<file path="src/common/trpc_pkg.sv">
// Package of register map, field positions and modes for the receive performance counters
package trpc_pkg;
    localparam int DATA_W = 32;
    localparam int CNT_W = 16;
    localparam int NUM_CNT = 4;
    // Register indices; byte address is four times the index
    localparam logic [7:0] REG_CRC_LO = 8'h54;
    localparam logic [7:0] REG_CRC_HI = 8'h55;
    localparam logic [7:0] REG_BLOCK_LO = 8'h56;
    localparam logic [7:0] REG_BLOCK_HI = 8'h57;
    localparam logic [7:0] REG_BITERR_LO = 8'h58;
    localparam logic [7:0] REG_BITERR_HI = 8'h59;
    localparam logic [7:0] REG_ALIGN_EVT = 8'h5a;
    localparam logic [7:0] REG_ALIGN_EVT_HI = 8'h5b;
    localparam logic [7:0] REG_DL1 = 8'h5c;
    localparam logic [7:0] REG_DL2 = 8'h5d;
    localparam logic [7:0] REG_DL3 = 8'h5e;
    localparam logic [7:0] REG_SIG_PTR1 = 8'h62;
    localparam logic [7:0] REG_CTRL = 8'h70;
    localparam logic [7:0] REG_FREEZE = 8'h71;
    localparam logic [7:0] REG_STATUS = 8'h72;
    // Control register fields
    localparam int CTRL_LATCH_MODE = 0;
    localparam int CTRL_SEQ_MON_EN = 1;
    localparam int CTRL_ALIGN_EVT_EN = 2;
    localparam int CTRL_ALARM_SIM = 3;
    localparam int CTRL_CRC_EN = 4;
    localparam int CTRL_FMT_LSB = 5;
    localparam int CTRL_FMT_MSB = 6;
    // Counter slots, also freeze bit positions
    localparam int CNT_CRC = 0;
    localparam int CNT_BLOCK = 1;
    localparam int CNT_BITERR = 2;
    localparam int CNT_ALIGN = 3;
    // Alignment event counter fields
    localparam int ALIGN_MF_LSB = 2;
    localparam int ALIGN_CHG_MSB = 1;
    // Reset values
    localparam logic [7:0] CTRL_RESET = 8'h00;
    localparam logic [7:0] SIG_PTR_RESET = 8'h00;
    localparam logic [15:0] CNT_RESET = 16'h0000;
    localparam logic [7:0] DL_RESET = 8'h00;
    // First and last frame of each data-link capture window
    localparam logic [6:0] DL1_F24_FIRST = 7'h01;
    localparam logic [6:0] DL1_F24_LAST = 7'h0f;
    localparam logic [6:0] DL2_F24_FIRST = 7'h11;
    localparam logic [6:0] DL2_F24_LAST = 7'h17;
    localparam logic [6:0] DL1_F72_FIRST = 7'h1a;
    localparam logic [6:0] DL1_F72_LAST = 7'h28;
    localparam logic [6:0] DL2_F72_FIRST = 7'h2a;
    localparam logic [6:0] DL2_F72_LAST = 7'h38;
    localparam logic [6:0] DL3_F72_FIRST = 7'h3a;
    localparam logic [6:0] DL3_F72_LAST = 7'h48;
    localparam logic [6:0] DL1_F12_FIRST = 7'h02;
    localparam logic [6:0] DL1_F12_LAST = 7'h0c;
    typedef enum logic [1:0] {
        FMT_F4 = 2'b00,
        FMT_F12 = 2'b01,
        FMT_ESF = 2'b10,
        FMT_F72 = 2'b11
    } trpc_format_e;
endpackage

</file>
<file path="src/trpc_perf_counters.sv">
// Receive performance counters, data-link capture and signaling pointer with Avalon-MM slave
//
// The Avalon-MM register port was decided locally.
`timescale 1ns/1ns
module trpc_perf_counters
(
    // Clock and reset
    input wire logic clk,
    input wire logic rst,
    // Avalon-MM slave
    input wire logic [7:0] avs_address,
    input wire logic avs_read,
    input wire logic avs_write,
    input wire logic [31:0] avs_writedata,
    output logic [31:0] avs_readdata,
    output logic avs_waitrequest,
    // Receive framer events
    input wire logic rxMultiframeBegin,
    input wire logic oneSecondTick,
    input wire logic crcErrorMf,
    input wire logic framingError,
    input wire logic frameAlignLost,
    input wire logic multiframeAlignLost,
    input wire logic alignChange,
    // Sequence monitor
    input wire logic prbsBitError,
    input wire logic seqSyncFlag,
    input wire logic rxBitStrobe,
    // Data-link bits and signaling updates
    input wire logic dlBitStrobe,
    input wire logic dlBit,
    input wire logic [6:0] dlFrameNum,
    input wire logic [7:0] sigRegUpdated
);

    logic [7:0] ctrl;
    logic [3:0] freeze;
    logic [3:0] freezeDly;
    logic [15:0] cnt [trpc_pkg::NUM_CNT];
    logic [15:0] cntBuf [trpc_pkg::NUM_CNT];
    logic [15:0] next_cnt [trpc_pkg::NUM_CNT];
    logic [3:0] incVec;
    logic ack;
    logic accept;
    logic rdAccept;
    logic wrAccept;
    logic [7:0] readValue;
    logic blockErr;
    logic simDone;
    logic simBitPhase;
    logic [7:0] dlStage [3];
    logic [7:0] rxDatalinkBits1;
    logic [7:0] rxDatalinkBits2;
    logic [7:0] rxDatalinkBits3;
    logic [7:0] rxSignalingChangePtr1;
    logic [5:0] dlSlot;
    logic errNow;
    logic alignMfInc;
    logic alignChgInc;
    logic latchMode;
    logic alarmSim;
    logic isEsf;
    logic [2:0] hiSel;
    trpc_pkg::trpc_format_e fmt;

    function automatic logic [15:0] sat16(input logic [15:0] v);
        return (&v) ? v : v + 16'h0001;
    endfunction

    function automatic logic [7:0] alignStep(input logic [7:0] v, input logic mfInc, input logic chgInc);
        logic [5:0] mf;
        logic [1:0] chg;
        mf = v[7:trpc_pkg::ALIGN_MF_LSB];
        chg = v[trpc_pkg::ALIGN_CHG_MSB:0];
        if (mfInc && !(&mf))
        begin
            mf = mf + 6'h01;
        end
        if (chgInc && !(&chg))
        begin
            chg = chg + 2'h1;
        end
        return {mf, chg};
    endfunction

    // Returns {valid, register, bit} for a data-link bit in the given frame
    function automatic logic [5:0] slotOf(input logic [6:0] frame, input logic [6:0] first,
                                          input logic [6:0] last, input logic [1:0] regSel);
        logic [6:0] off;
        off = frame - first;
        if (frame >= first && frame <= last && !off[0])
        begin
            return {1'b1, regSel, off[3:1]};
        end
        return 6'h00;
    endfunction

    function automatic logic [5:0] dlSlotOf(input trpc_pkg::trpc_format_e f, input logic [6:0] frame);
        logic [5:0] s;
        s = 6'h00;
        unique case (f)
            trpc_pkg::FMT_ESF:
            begin
                s = slotOf(frame, trpc_pkg::DL1_F24_FIRST, trpc_pkg::DL1_F24_LAST, 2'h0)
                  | slotOf(frame, trpc_pkg::DL2_F24_FIRST, trpc_pkg::DL2_F24_LAST, 2'h1);
            end
            trpc_pkg::FMT_F72:
            begin
                s = slotOf(frame, trpc_pkg::DL1_F72_FIRST, trpc_pkg::DL1_F72_LAST, 2'h0)
                  | slotOf(frame, trpc_pkg::DL2_F72_FIRST, trpc_pkg::DL2_F72_LAST, 2'h1)
                  | slotOf(frame, trpc_pkg::DL3_F72_FIRST, trpc_pkg::DL3_F72_LAST, 2'h2);
            end
            trpc_pkg::FMT_F12:
            begin
                s = slotOf(frame, trpc_pkg::DL1_F12_FIRST, trpc_pkg::DL1_F12_LAST, 2'h0);
            end
            trpc_pkg::FMT_F4:
            begin
                s = 6'h00;
            end
        endcase
        return s;
    endfunction

    // Returns {hit, slot} when the address is a counter high byte
    function automatic logic [2:0] hiByteOf(input logic [7:0] a);
        unique case (a)
            trpc_pkg::REG_CRC_HI: return {1'b1, 2'(trpc_pkg::CNT_CRC)};
            trpc_pkg::REG_BLOCK_HI: return {1'b1, 2'(trpc_pkg::CNT_BLOCK)};
            trpc_pkg::REG_BITERR_HI: return {1'b1, 2'(trpc_pkg::CNT_BITERR)};
            trpc_pkg::REG_ALIGN_EVT_HI: return {1'b1, 2'(trpc_pkg::CNT_ALIGN)};
            default: return 3'h0;
        endcase
    endfunction

    assign fmt = trpc_pkg::trpc_format_e'(ctrl[trpc_pkg::CTRL_FMT_MSB:trpc_pkg::CTRL_FMT_LSB]);
    assign latchMode = ctrl[trpc_pkg::CTRL_LATCH_MODE];
    assign alarmSim = ctrl[trpc_pkg::CTRL_ALARM_SIM];
    assign isEsf = (fmt == trpc_pkg::FMT_ESF);
    assign hiSel = hiByteOf(avs_address);

    // Bus handshake: one wait cycle, then accept
    assign avs_waitrequest = (avs_read || avs_write) && !ack;
    assign accept = (avs_read || avs_write) && ack;
    assign rdAccept = accept && avs_read;
    assign wrAccept = accept && avs_write;

    always_ff @(posedge clk)
    begin
        if (rst)
        begin
            ack <= 1'b0;
            avs_readdata <= 32'h0000_0000;
        end
        else
        begin
            ack <= (avs_read || avs_write) && !ack;
            if (avs_read && !ack)
            begin
                avs_readdata <= {24'h00_0000, readValue};
            end
        end
    end

    always_comb
    begin
        unique case (avs_address)
            trpc_pkg::REG_CRC_LO: readValue = cntBuf[trpc_pkg::CNT_CRC][7:0];
            trpc_pkg::REG_CRC_HI: readValue = cntBuf[trpc_pkg::CNT_CRC][15:8];
            trpc_pkg::REG_BLOCK_LO: readValue = cntBuf[trpc_pkg::CNT_BLOCK][7:0];
            trpc_pkg::REG_BLOCK_HI: readValue = cntBuf[trpc_pkg::CNT_BLOCK][15:8];
            trpc_pkg::REG_BITERR_LO: readValue = cntBuf[trpc_pkg::CNT_BITERR][7:0];
            trpc_pkg::REG_BITERR_HI: readValue = cntBuf[trpc_pkg::CNT_BITERR][15:8];
            trpc_pkg::REG_ALIGN_EVT: readValue = cntBuf[trpc_pkg::CNT_ALIGN][7:0];
            trpc_pkg::REG_DL1: readValue = rxDatalinkBits1;
            trpc_pkg::REG_DL2: readValue = rxDatalinkBits2;
            trpc_pkg::REG_DL3: readValue = rxDatalinkBits3;
            trpc_pkg::REG_SIG_PTR1: readValue = rxSignalingChangePtr1;
            trpc_pkg::REG_CTRL: readValue = ctrl;
            trpc_pkg::REG_FREEZE: readValue = {4'h0, freeze};
            trpc_pkg::REG_STATUS: readValue = {5'h00, multiframeAlignLost, frameAlignLost, seqSyncFlag};
            default: readValue = 8'h00;
        endcase
    end

    always_ff @(posedge clk)
    begin
        if (rst)
        begin
            ctrl <= trpc_pkg::CTRL_RESET;
        end
        else if (wrAccept && avs_address == trpc_pkg::REG_CTRL)
        begin
            ctrl <= avs_writedata[7:0];
        end
    end

    always_ff @(posedge clk)
    begin
        if (rst)
        begin
            freeze <= 4'h0;
            freezeDly <= 4'h0;
        end
        else
        begin
            freezeDly <= freeze;
            if (wrAccept && avs_address == trpc_pkg::REG_FREEZE)
            begin
                freeze <= avs_writedata[3:0];
            end
            else if (rdAccept && hiSel[2])
            begin
                freeze[hiSel[1:0]] <= 1'b0;
            end
        end
    end

    // Errors seen during the current multiframe, synchronous state only
    assign errNow = !frameAlignLost && (framingError || (isEsf && crcErrorMf));

    always_ff @(posedge clk)
    begin
        if (rst)
        begin
            blockErr <= 1'b0;
        end
        else if (rxMultiframeBegin)
        begin
            blockErr <= 1'b0;
        end
        else if (errNow)
        begin
            blockErr <= 1'b1;
        end
    end

    // Simulation state: single block count outside ESF, bit phase for every second bit
    always_ff @(posedge clk)
    begin
        if (rst || !alarmSim)
        begin
            simDone <= 1'b0;
            simBitPhase <= 1'b0;
        end
        else
        begin
            if (rxMultiframeBegin)
            begin
                simDone <= 1'b1;
            end
            if (rxBitStrobe)
            begin
                simBitPhase <= !simBitPhase;
            end
        end
    end

    always_comb
    begin
        incVec = 4'h0;
        incVec[trpc_pkg::CNT_CRC] = isEsf && ctrl[trpc_pkg::CTRL_CRC_EN]
            && ((!frameAlignLost && crcErrorMf) || (alarmSim && rxMultiframeBegin));
        // Errored block counting at multiframe boundary
        incVec[trpc_pkg::CNT_BLOCK] = rxMultiframeBegin
            && ((blockErr || errNow) || (alarmSim && (isEsf || !simDone)));
        incVec[trpc_pkg::CNT_BITERR] = (ctrl[trpc_pkg::CTRL_SEQ_MON_EN] && seqSyncFlag && prbsBitError)
            || (alarmSim && rxBitStrobe && simBitPhase);
        incVec[trpc_pkg::CNT_ALIGN] = 1'b0;
    end

    assign alignMfInc = ctrl[trpc_pkg::CTRL_ALIGN_EVT_EN] && rxMultiframeBegin
        && (frameAlignLost || multiframeAlignLost);
    // Alignment changes, plus one per multiframe in simulation
    assign alignChgInc = (ctrl[trpc_pkg::CTRL_ALIGN_EVT_EN] && alignChange) || (alarmSim && rxMultiframeBegin);

    always_comb
    begin
        for (int i = 0; i < trpc_pkg::NUM_CNT; i++)
        begin
            next_cnt[i] = incVec[i] ? sat16(cnt[i]) : cnt[i];
        end
        next_cnt[trpc_pkg::CNT_ALIGN] = {8'h00, alignStep(cnt[trpc_pkg::CNT_ALIGN][7:0], alignMfInc, alignChgInc)};
    end

    always_ff @(posedge clk)
    begin
        for (int i = 0; i < trpc_pkg::NUM_CNT; i++)
        begin
            if (rst)
            begin
                cnt[i] <= trpc_pkg::CNT_RESET;
                cntBuf[i] <= trpc_pkg::CNT_RESET;
            end
            else if (latchMode)
            begin
                if (oneSecondTick)
                begin
                    cntBuf[i] <= cnt[i];
                    cnt[i] <= trpc_pkg::CNT_RESET;
                end
                else
                begin
                    cnt[i] <= next_cnt[i];
                end
            end
            else
            begin
                // Freeze rise clears counter, buffer held
                if (freeze[i] && !freezeDly[i])
                begin
                    cnt[i] <= trpc_pkg::CNT_RESET;
                end
                else
                begin
                    cnt[i] <= next_cnt[i];
                end
                if (!freeze[i])
                begin
                    cntBuf[i] <= cnt[i];
                end
            end
        end
    end

    assign dlSlot = dlSlotOf(fmt, dlFrameNum);

    always_ff @(posedge clk)
    begin
        if (rst)
        begin
            for (int r = 0; r < 3; r++)
            begin
                dlStage[r] <= trpc_pkg::DL_RESET;
            end
        end
        else if (dlBitStrobe && dlSlot[5])
        begin
            dlStage[dlSlot[4:3]][dlSlot[2:0]] <= dlBit;
        end
    end

    always_ff @(posedge clk)
    begin
        if (rst)
        begin
            rxDatalinkBits1 <= trpc_pkg::DL_RESET;
            rxDatalinkBits2 <= trpc_pkg::DL_RESET;
            rxDatalinkBits3 <= trpc_pkg::DL_RESET;
        end
        else if (rxMultiframeBegin)
        begin
            rxDatalinkBits1 <= dlStage[0];
            // Second register in F24 and F72 only
            if (isEsf || fmt == trpc_pkg::FMT_F72)
            begin
                rxDatalinkBits2 <= dlStage[1];
            end
            if (fmt == trpc_pkg::FMT_F72)
            begin
                rxDatalinkBits3 <= dlStage[2];
            end
        end
    end

    // Signaling change pointer, read clears only reported bits, set wins
    always_ff @(posedge clk)
    begin
        if (rst)
        begin
            rxSignalingChangePtr1 <= trpc_pkg::SIG_PTR_RESET;
        end
        else if (rdAccept && avs_address == trpc_pkg::REG_SIG_PTR1)
        begin
            rxSignalingChangePtr1 <= (rxSignalingChangePtr1 & ~avs_readdata[7:0]) | sigRegUpdated;
        end
        else
        begin
            rxSignalingChangePtr1 <= rxSignalingChangePtr1 | sigRegUpdated;
        end
    end

endmodule

</file>
<file path="config.mk">
export PLATFORM = sky130hd
export DESIGN_NAME = trpc_perf_counters
export DESIGN_NICKNAME = d
export VERILOG_FILES = /design/src/common/trpc_pkg.sv /design/src/trpc_perf_counters.sv
export SDC_FILE = /design/constraint.sdc
export NUM_CORES = 1
export LEC_CHECK = 0
export BUFFER_PORTS_ARGS = -buffer_cell sky130_fd_sc_hd__buf_2
export CORE_MARGIN = 4
export CORE_UTILIZATION = 59
export CTS_BUF_LIST = sky130_fd_sc_hd__clkbuf_8
export CTS_CLUSTER_DIAMETER = 30
export DETAILED_ROUTE_END_ITERATION = 10
export PLACE_DENSITY = 0.83
export SETUP_SLACK_MARGIN = 0.3
export SLEW_MARGIN = 20
export SYNTH_ARGS = -nofsm -noshare
export SYNTH_HDL_FRONTEND = slang
export SYNTH_SLANG_ARGS = --single-unit
</file>
<file path="constraint.sdc">
create_clock -name clk -period 3.8 [get_ports clk]
set_input_delay 0.76 -clock clk [delete_from_list [all_inputs] [get_ports clk]]
set_output_delay 0.76 -clock clk [all_outputs]
set_load 0.02 [all_outputs]
</file>
==> results_dict.tcl, run 1 <==
set metrics [dict create \
    cp.required_ns 3.96 \
    ys_ff_latch 196 \
    dieHeight_um 141.4 \
    worst_r2r_path_depth 7 \
    overflow 0 \
    syn_inst 1030 \
    drive_gt1_share_pct 12.41 \
    grt-busiest-layer "met2" \
    fp.dieW_um 141.4 \
    critPathTopFamily "simple AND/OR/NAND/NOR gates" \
    worstSetupStartpointType "input pin" \
    fin_crit_ns 3.164 \
    slowest_stage "or3_1" \
    max_cap_violations 0 \
    synth-seq-area-share_pct 50.33 \
    final_common_cell "edfxtp_1" \
    path_cells "buf_2 > inv_1 > ha_1 > nand2b_1 > and3_1 > o41ai_4 > a311oi_2 > or3_1 > o31ai_2" \
    fp-row-count 48 \
    slew_headroom_pct 39.50 \
    finalHoldViolCount 0 \
    drc 0 \
    ios 104 \
    r2r-end "dlStage[0][7]$_SDFFCE_PN0P_" \
    final_nets 1207 \
    grt_use_met3_pct 4.044 \
    cp-end-kind "register" \
    drtPass1Iterations 5 \
    drt_iter0_drc 1099 \
    tightest_slew_ns 0.8992 \
    portBuffers 55 \
    timing.setup.tns_ns 0 \
    synth-async-reset-ratio_pct 0 \
    insertion_delay_ns 0.47 \
    path_clk_slew_ns 0.10 \
    min_from "rxDatalinkBits2[4]$_SDFFE_PP0P_" \
    wl_per_cell_um 17.97 \
    gp_congestion 0.9222 \
    hpwl_um 17960 \
    peakVddDrop_v 0.0002125 \
    slowest_delay_ns 0.56 \
    r2r_slack_ns 1.13 \
    vias_per_cell 5.983 \
    yosysTopAreaCell "edfxtp_1" \
    core_area_um2 17360 \
    p_leak_nw 4.308 \
    initial_utilization_pct 60.50 \
    diodes 0 \
    yosysTopAreaCellShare_pct 38.89 \
    outcome "finished, final reports clean" \
    grt_pass1_wl_um 38920 \
    setup_violations 0 \
    synth_top_flop_cell "edfxtp_1" \
    netlist-cell-type-count 81 \
    cts-root-buf "clkbuf_8" \
    grt_use_met1_pct 34.54 \
    grtUsageMet2_pct 38.60 \
    cts_setup_buffers 0 \
    r2r_start "ctrl[5]$_SDFFE_PP0P_" \
    synth_area_leaders "edfxtp_1 39%, dfxtp_1 11%, nor2_1 4.0%" \
    hold_path_class "reg2reg" \
    grt_max_degree 36 \
    skew_ns 0.01363 \
    h-tree-depth 4 \
    fmax_mhz 316.0 \
    arrival_ns 3.33 \
    holdPathEnd "rxDatalinkBits2[4]$_SDFFE_PP0P_" \
    path_max_fanout 14 \
    holdPathStages 2 \
    criticalPathCategory "in2reg" \
    post_cts_resized 0 \
    period_share_pct 83.28 \
    vias 8143 \
    grtUsageTotal_pct 24.48 \
    cts_tree "built" \
    powerDensity_nw_per_um2 359.6 \
    cp.depth 9 \
    ant_nets 0 \
    slew_viol_final 0 \
    routed_wl_um 24460 \
    antenna_found_initial 0 \
    layout_common_cells "136 x edfxtp_1, 112 x nor2_1, 101 x nand2_1, 80 x conb_1, 60 x dfxtp_1" \
    die_area_um2 20000 \
    rsz0062_at_grt "no" \
    hold_buffers 0 \
    area_growth_syn_to_layout_pct 9.247 \
    placed_cells 1329 \
    path_buf_inv 2 \
    clk_path_buf_depth 2 \
    cts_buffers 17 \
    syn-cell-area_um2 10500 \
    syn_avg_cell_area_um2 10.19 \
    final_cells 1361 \
    yosysWarnings 0 \
    synth_edf_count 136 \
    clkSinkCount 196 \
    grt_pass1_vias 7536 \
]
## through the flow
| stage | worst slack [ns] | area, um2 | util, % | hold WS [ns] | total power [mW] |
|---|---|---|---|---|---|
| 2_1_floorplan | 0.4819 | 10790 | - | 0.4319 | 2.727 |
| 3_3_place_gp | 0.2766 | 11090 | 63.88 | 0.4434 | 2.825 |
| 3_5_place_dp | 0.1454 | 11090 | 63.88 | 0.4436 | 2.838 |
| 4_1_cts | 0.6384 | 11470 | 66.09 | 0.4566 | 4.123 |
| 5_1_grt | 0.5266 | 11470 | 66.09 | 0.4810 | 4.270 |
| 6_report | 0.6355 | 11470 | 66.09 | 0.4592 | 4.125 |
## logic make-up after synthesis
logic type / synth area share, %
and+or+nand+nor: 22.13
DFF: 50.33
AOI/OAI and AO/OA: 13.32
buffers and inverters: 4.457
xor gates and xnor gates: 3.503
muxes: 4.635
adders and majority gates: 1.549
other: 0.07152
## how the worst max path moves through the flow
stage	start	endpoint	slack [ns]
2_1_floorplan	dlFrameNum[1]	dlStage[0][1]$_SDFFCE_PN0P_	0.48
3_3_place_gp	dlFrameNum[1]	dlStage[0][5]$_SDFFCE_PN0P_	0.28
3_5_place_dp	dlFrameNum[1]	dlStage[0][5]$_SDFFCE_PN0P_	0.15
4_1_cts	dlFrameNum[1]	dlStage[0][5]$_SDFFCE_PN0P_	0.64
5_1_grt	dlFrameNum[1]	dlStage[0][5]$_SDFFCE_PN0P_	0.53
6_report	dlFrameNum[1]	dlStage[0][5]$_SDFFCE_PN0P_	0.64
## synth_stat cells (13+ instances only)
master,number
nor3_1,25
buf_4,26
nor2b_1,16
and2_1,39
mux2i_1,34
ha_1,13
xnor2_1,23
and3_1,34
a21oi_1,47
o21ai_0,14
nor2_1,112
inv_1,17
nand2b_1,13
dfxtp_1,60
o31ai_1,13
xor2_1,19
nand3_1,37
clkbuf_1,38
nand2_1,101
nand4_1,14
edfxtp_1,136
## power by group
| part | total (mW) | leakage (nW) | internal, mW | switching [mW] |
|---|---|---|---|---|
| Combinational | 0.365 | 2.15 | 0.129 | 0.236 |
| Clock | 1.33 | 0.187 | 0.536 | 0.791 |
| Sequential | 2.43 | 1.97 | 2.37 | 0.0640 |
## tightest hold or removal path: cells and delay by family (launching register included)
family	cells	cell delay [ns]
flip-flops	1	0.32
AND/OR/NAND/NOR	1	0.05
AO/OA/AOI/OAI	1	0.05
## metal layers
layer / vias to the layer above / wire, um
li1: 3892 / -
met1: 3832 / 10460
met2: 367 / 11290
met3: 52 / 1963
met4: 0 / 746
met5: - / 0
## sequential cells by signal, summed over array words and instances, names as in the netlist, 4 cells and up
| name | flops |
|---|---|
| cnt | 56 |
| rxSignalingChangePtr1 | 8 |
| rxDatalinkBits1 | 8 |
| avs_readdata | 8 |
| cntBuf | 56 |
| dlStage | 24 |
| freeze | 4 |
| freezeDly | 4 |
| rxDatalinkBits3 | 8 |
| ctrl | 8 |
| rxDatalinkBits2 | 8 |
## area by class of cell
class | instances | area [um2]
sequential | 196 | 5285
tap | 225 | 281.5
multi-input combinational | 817 | 5040
clock inverter | 15 | 148.9
timing repair buffer | 74 | 417.9
fill | 1356 | 5886
clock buffer | 17 | 234.0
inverter | 17 | 63.81
Power figures use the tool's default switching activity.
==> run 2: changes to the inputs <==
--- a/config.mk
+++ b/config.mk
@@ -7,11 +7,11 @@
 export LEC_CHECK = 0
 export BUFFER_PORTS_ARGS = -buffer_cell sky130_fd_sc_hd__buf_2
 export CORE_MARGIN = 4
-export CORE_UTILIZATION = 59
+export CORE_UTILIZATION = 56
 export CTS_BUF_LIST = sky130_fd_sc_hd__clkbuf_8
 export CTS_CLUSTER_DIAMETER = 30
 export DETAILED_ROUTE_END_ITERATION = 10
-export PLACE_DENSITY = 0.83
+export PLACE_DENSITY = 0.82
 export SETUP_SLACK_MARGIN = 0.3
 export SLEW_MARGIN = 20
 export SYNTH_ARGS = -nofsm -noshare
==> constraint.sdc (replaced) <==
create_clock -name clk -period 2.9 [get_ports clk]
set_input_delay 0.58 -clock clk [delete_from_list [all_inputs] [get_ports clk]]
set_output_delay 0.58 -clock clk [all_outputs]
set_load 0.02 [all_outputs]
==> results_dict.tcl, run 2 (synthesis gave the netlist of run 1 again) <==
set metrics [dict create \
    reg_top3 "cntBuf x56, cnt x56, dlStage x24" \
    overflow 0 \
    fin_crit_ns 2.445 \
    holdPathStages 3 \
    ios 104 \
    final_util_pct 64.63 \
    cp-end-kind "register" \
    holdWs_ns 0.2841 \
    grt_use_met3_pct 4.771 \
    portBuffers 55 \
    period_share_pct 84.30 \
    clkSinkCount 196 \
    arrival_ns 2.63 \
    grt-busiest-layer "met2" \
    grtUsageTotal_pct 23.89 \
    h-tree-depth 4 \
    die_area_um2 21000 \
    slew_headroom_pct 46.82 \
    hpwl_um 18500 \
    final_nets 1230 \
    seq_power_share_pct 57.6 \
    insertion_delay_ns 0.49 \
    area_growth_syn_to_layout_pct 12.08 \
    hold_buffers 0 \
    layout_common_cells "136 x edfxtp_1, 112 x nor2_1, 101 x nand2_1, 80 x conb_1, 60 x dfxtp_1" \
    fp-row-count 49 \
    ant_nets 0 \
    drt_iter0_drc 890 \
    finalHoldViolCount 0 \
    hold_path_class "in2reg" \
    vias 8237 \
    internal_power_mw 4.030 \
    criticalPathCategory "reg2reg" \
    cts_setup_buffers 0 \
    drc 0 \
    antenna_found_initial 0 \
    cp.required_ns 3.08 \
    r2r_slack_ns 0.46 \
    worst_r2r_path_depth 8 \
    cts-root-buf "clkbuf_8" \
    clk_path_buf_depth 2 \
    p_sw_share_pct 27.23 \
    core_area_um2 18210 \
    setup_violations 0 \
    gp_congestion 0.9098 \
    p_comb_share_pct 9.1 \
    grt_use_met1_pct 33.32 \
    skew_ns 0.01581 \
    final_cell_area_um2 11770 \
    dieHeight_um 144.9 \
    p_leak_nw 4.462 \
    peakVddDrop_v 0.0003624 \
    tightest_slew_ns 0.7924 \
    dpl_cell_area_um2 11330 \
    outcome "finished, final reports clean" \
    vias_per_cell 5.934 \
    max_cap_violations 0 \
    grt_max_degree 38 \
    pwr-share-clk_pct 33.3 \
    path_clk_slew_ns 0.11 \
    final_common_cell "edfxtp_1" \
    grtUsageMet2_pct 37.00 \
    routed_wl_um 25110 \
    diodes 0 \
    wl_per_cell_um 18.09 \
    fin_ws_ns 0.4554 \
    grt_pass1_vias 7834 \
    fmax_mhz 409.1 \
    power.switching_mw 1.508 \
    powerDensity_nw_per_um2 470.6 \
    grt_pass1_wl_um 40790 \
    rsz0062_at_grt "no" \
    pre_cts_ws_ns -0.1398 \
    cts_tree "built" \
    cts_buffers 17 \
    path_max_fanout 16 \
    drtPass1Iterations 6 \
    drive_gt1_share_pct 15.10 \
    fp.dieW_um 144.9 \
    initial_utilization_pct 57.67 \
    slew_viol_final 0 \
    worstSetupStartpointType "register" \
]
## run 2: cell types whose count changed in the layout (fill, tap and decap cells not counted), sizes merged
cell / previous run / this run
clkinv: 6 / 5
inv: 22 / 25
buf: 74 / 97
clkinvlp: 3 / 1
## run 2: through the flow
step	total power [mW]	setup TNS [ns]	instances
floorplan	3.582	0	1108
global placement	3.725	0	1356
detailed placement	3.745	-0.6245	1356
CTS	5.549	0	1388
global route	5.730	0	1388
finish	5.538	0	1388
## run 2: critical path, stage by stage, from the launching register on
cell and delay (ns):
dfxtp_1 0.38, nor4_4 0.31, nand2_1 0.12, a311o_1 0.39
a311oi_2 0.27, buf_4 0.18, o21ai_2 0.06, buf_12 0.17
o31ai_1 0.26
## run 2: what timing repair did
action	CTS	global route
gates resized for setup	0	3
hold endpoints to repair	0	0
endpoints found under the setup margin	0	6
## run 2: worst paths after layout
check	from	end
max	ctrl[6]$_SDFFE_PP0P_	dlStage[2][2]$_SDFFCE_PN0P_
min	sigRegUpdated[5]	rxSignalingChangePtr1[5]$_SDFF_PP0_
max reg2reg	ctrl[6]$_SDFFE_PP0P_	dlStage[2][2]$_SDFFCE_PN0P_
min reg2reg	rxDatalinkBits2[7]$_SDFFE_PP0P_	rxDatalinkBits2[7]$_SDFFE_PP0P_
## run 2: final cells by class
cell class	count	area, um2
Clock inverter	15	186.4
Clock buffer	17	234.0
Multi-Input combinational cell	817	5092
Tap cell	229	286.5
Sequential cell	196	5285
Fill cell	1444	6440
Timing Repair Buffer	97	615.6
Inverter	17	68.82
## run 2: per-layer routing
| metal | vias up | share of wire [%] |
|---|---|---|
| met3 | 60 | 8.0 |
| met1 | 3875 | 43 |
| met5 | - | 0 |
| met4 | 0 | 3.1 |
| met2 | 382 | 46 |
| li1 | 3920 | - |
## run 2: power by group through the flow
stage	Clock, mW	Sequential [mW]	Combinational [mW]
6_report	1.84	3.19	0.506
5_1_grt	1.97	3.20	0.555
4_1_cts	1.86	3.19	0.498
3_5_place_dp	0	3.25	0.494
3_3_place_gp	0	3.25	0.480
2_1_floorplan	0	3.22	0.361
==> run 3: changes to the inputs <==
--- a/config.mk
+++ b/config.mk
@@ -7,11 +7,11 @@
 export LEC_CHECK = 0
 export BUFFER_PORTS_ARGS = -buffer_cell sky130_fd_sc_hd__buf_2
 export CORE_MARGIN = 4
-export CORE_UTILIZATION = 56
+export CORE_UTILIZATION = 59
 export CTS_BUF_LIST = sky130_fd_sc_hd__clkbuf_8
 export CTS_CLUSTER_DIAMETER = 30
 export DETAILED_ROUTE_END_ITERATION = 10
-export PLACE_DENSITY = 0.82
+export PLACE_DENSITY = 0.83
 export SETUP_SLACK_MARGIN = 0.3
 export SLEW_MARGIN = 20
 export SYNTH_ARGS = -nofsm -noshare
==> constraint.sdc (replaced) <==
create_clock -name clk -period 2.5 [get_ports clk]
set_input_delay 0.5 -clock clk [delete_from_list [all_inputs] [get_ports clk]]
set_output_delay 0.5 -clock clk [all_outputs]
set_load 0.02 [all_outputs]
==> results_dict.tcl, run 3 (synthesis gave the netlist of run 1 again) <==
set metrics [dict create \
    outcome "finished, final reports clean" \
    slowest_delay_ns 0.44 \
    final_common_cell "edfxtp_1" \
    p_leak_nw 4.848 \
    hpwl_um 18690 \
    period_share_pct 97.07 \
    portBuffers 55 \
    fin_crit_ns 2.427 \
    tightest_slew_ns 0.8778 \
    reg_top3 "cntBuf x56, cnt x56, dlStage x24" \
    gp_congestion 0.9401 \
    arrival_ns 2.57 \
    drive_gt1_share_pct 23.03 \
    clk_path_buf_depth 2 \
    core_area_um2 17360 \
    max_cap_violations 0 \
    drtPass1Iterations 7 \
    grt_pass1_vias 8099 \
    area_growth_syn_to_layout_pct 20.50 \
    rsz0062_at_grt "yes" \
    diodes 0 \
    path_clk_slew_ns 0.10 \
    clkSinkCount 196 \
    h-tree-depth 4 \
    drt_iter0_drc 958 \
    wl_per_cell_um 18.82 \
    ant_nets 0 \
    skew_ns 0.01395 \
    grt_pass1_wl_um 41450 \
    grt_max_degree 44 \
    routed_wl_um 27190 \
    setup_violations 0 \
    cts-root-buf "clkbuf_8" \
    dieHeight_um 141.4 \
    total_power_mw 6.443 \
    powerDensity_nw_per_um2 509.3 \
    cts_buffers 17 \
    path_max_fanout 8 \
    path_common_cell "buf_4" \
    hold_buffers 0 \
    path_cells "buf_12 > inv_8 > ha_4 > nand2b_1 > a211oi_2 > o41ai_4 > buf_4 > o211ai_1 > nand3_1 > buf_4 > o31ai_2" \
    vias_per_cell 6.055 \
    vias 8750 \
    grtUsageTotal_pct 26.22 \
    nFillCells 1163 \
    cts_tree "built" \
    slew_headroom_pct 41.09 \
    cp-end-kind "register" \
    fp-row-count 48 \
    slowest_stage "o31ai_2" \
    die_area_um2 20000 \
    antenna_found_initial 0 \
    layout_common_cells "136 x edfxtp_1, 110 x nor2_1, 99 x nand2_1, 95 x buf_4, 80 x conb_1" \
    cp.required_ns 2.65 \
    insertion_delay_ns 0.48 \
    criticalPathCategory "in2reg" \
    drc 0 \
    timing.setup.tns_ns 0 \
    peakVddDrop_v 0.0004079 \
    final_nets 1291 \
    slew_viol_final 0 \
    fmax_mhz 412.1 \
    ios 104 \
    overflow 0 \
    hold_path_class "in2reg" \
    finalHoldViolCount 0 \
    worstSetupStartpointType "input pin" \
    initial_utilization_pct 60.50 \
    fp.dieW_um 141.4 \
]
==> run 3: cell types whose count changed in the layout (fill, tap and decap cells not counted), moves of 4 or more <==
cell,previous run,this run
buf_4,40,95
nor3_1,25,19
buf_2,55,51
nor3_2,10,16
o31ai_1,11,1
buf_6,0,5
o31ai_4,0,10
==> run 3: worst max-delay path: cells and delay by family <==
family	cells	cell delay [ns]
and+or+nand+nor	2	0.19
AOI/OAI and AO/OA	4	1.16
adders and majority gates	1	0.14
buffers and inverters	4	0.57
==> run 3: power breakdown <==
part / internal, mW / leakage, nW / switching, mW
clock network: 0.862 / 0.206 / 1.19
logic: 0.278 / 2.67 / 0.412
registers: 3.60 / 1.97 / 0.100
total: 4.74 / 4.85 / 1.70
==> run 3: final cells by class <==
class	count	area, um2	area share (%)
multi-input combinational	818	5475	43.28
sequential	196	5289	41.80
timing repair buffer	157	1147	9.068
tap	225	281.5	2.225
clock buffer	19	261.5	2.067
clock inverter	13	121.4	0.9593
inverter	17	76.32	0.6032
==> run 3: repair_timing <==
action,4_1_cts,5_1_grt
buffers inserted,3,10
gates resized for setup,33,50
setup endpoints to repair,48,64
gates cloned,1,1
pin swaps,10,19
==> run 3: routing by layer <==
metal	global-route usage, %	wire (um)	up-vias
met4	9.697	1002	0
li1	-	-	4051
met2	41.43	12670	496
met5	0	0	-
met3	6.100	2683	81
met1	35.60	10830	4122
==> run 3: worst paths after layout <==
| check | startpoint | endpoint | slack, ns | depth (start not counted) |
|---|---|---|---|---|
| max | dlFrameNum[1] | dlStage[1][3]$_SDFFCE_PN0P_ | 0.07 | 11 |
| min | sigRegUpdated[1] | rxSignalingChangePtr1[1]$_SDFF_PP0_ | 0.23 | 3 |
| max reg2reg | ctrl[5]$_SDFFE_PP0P_ | dlStage[1][3]$_SDFFCE_PN0P_ | 0.10 | 7 |
| min reg2reg | rxDatalinkBits2[3]$_SDFFE_PP0P_ | rxDatalinkBits2[3]$_SDFFE_PP0P_ | 0.46 | 2 |
==> run 3: through the flow <==
stage,util (%),std cells,hold slack [ns],instance area (um2),worst slack (ns)
after floorplan,-,1108,0.4319,10900,-0.2254
after global placement,67.42,1398,0.4437,11700,-0.2665
after detailed placement,67.42,1398,0.4473,11700,-0.3436
after CTS,70.86,1434,0.2061,12300,0.2529
after global routing,72.90,1445,0.2302,12650,0.03054
final,72.90,1445,0.2268,12650,0.07328
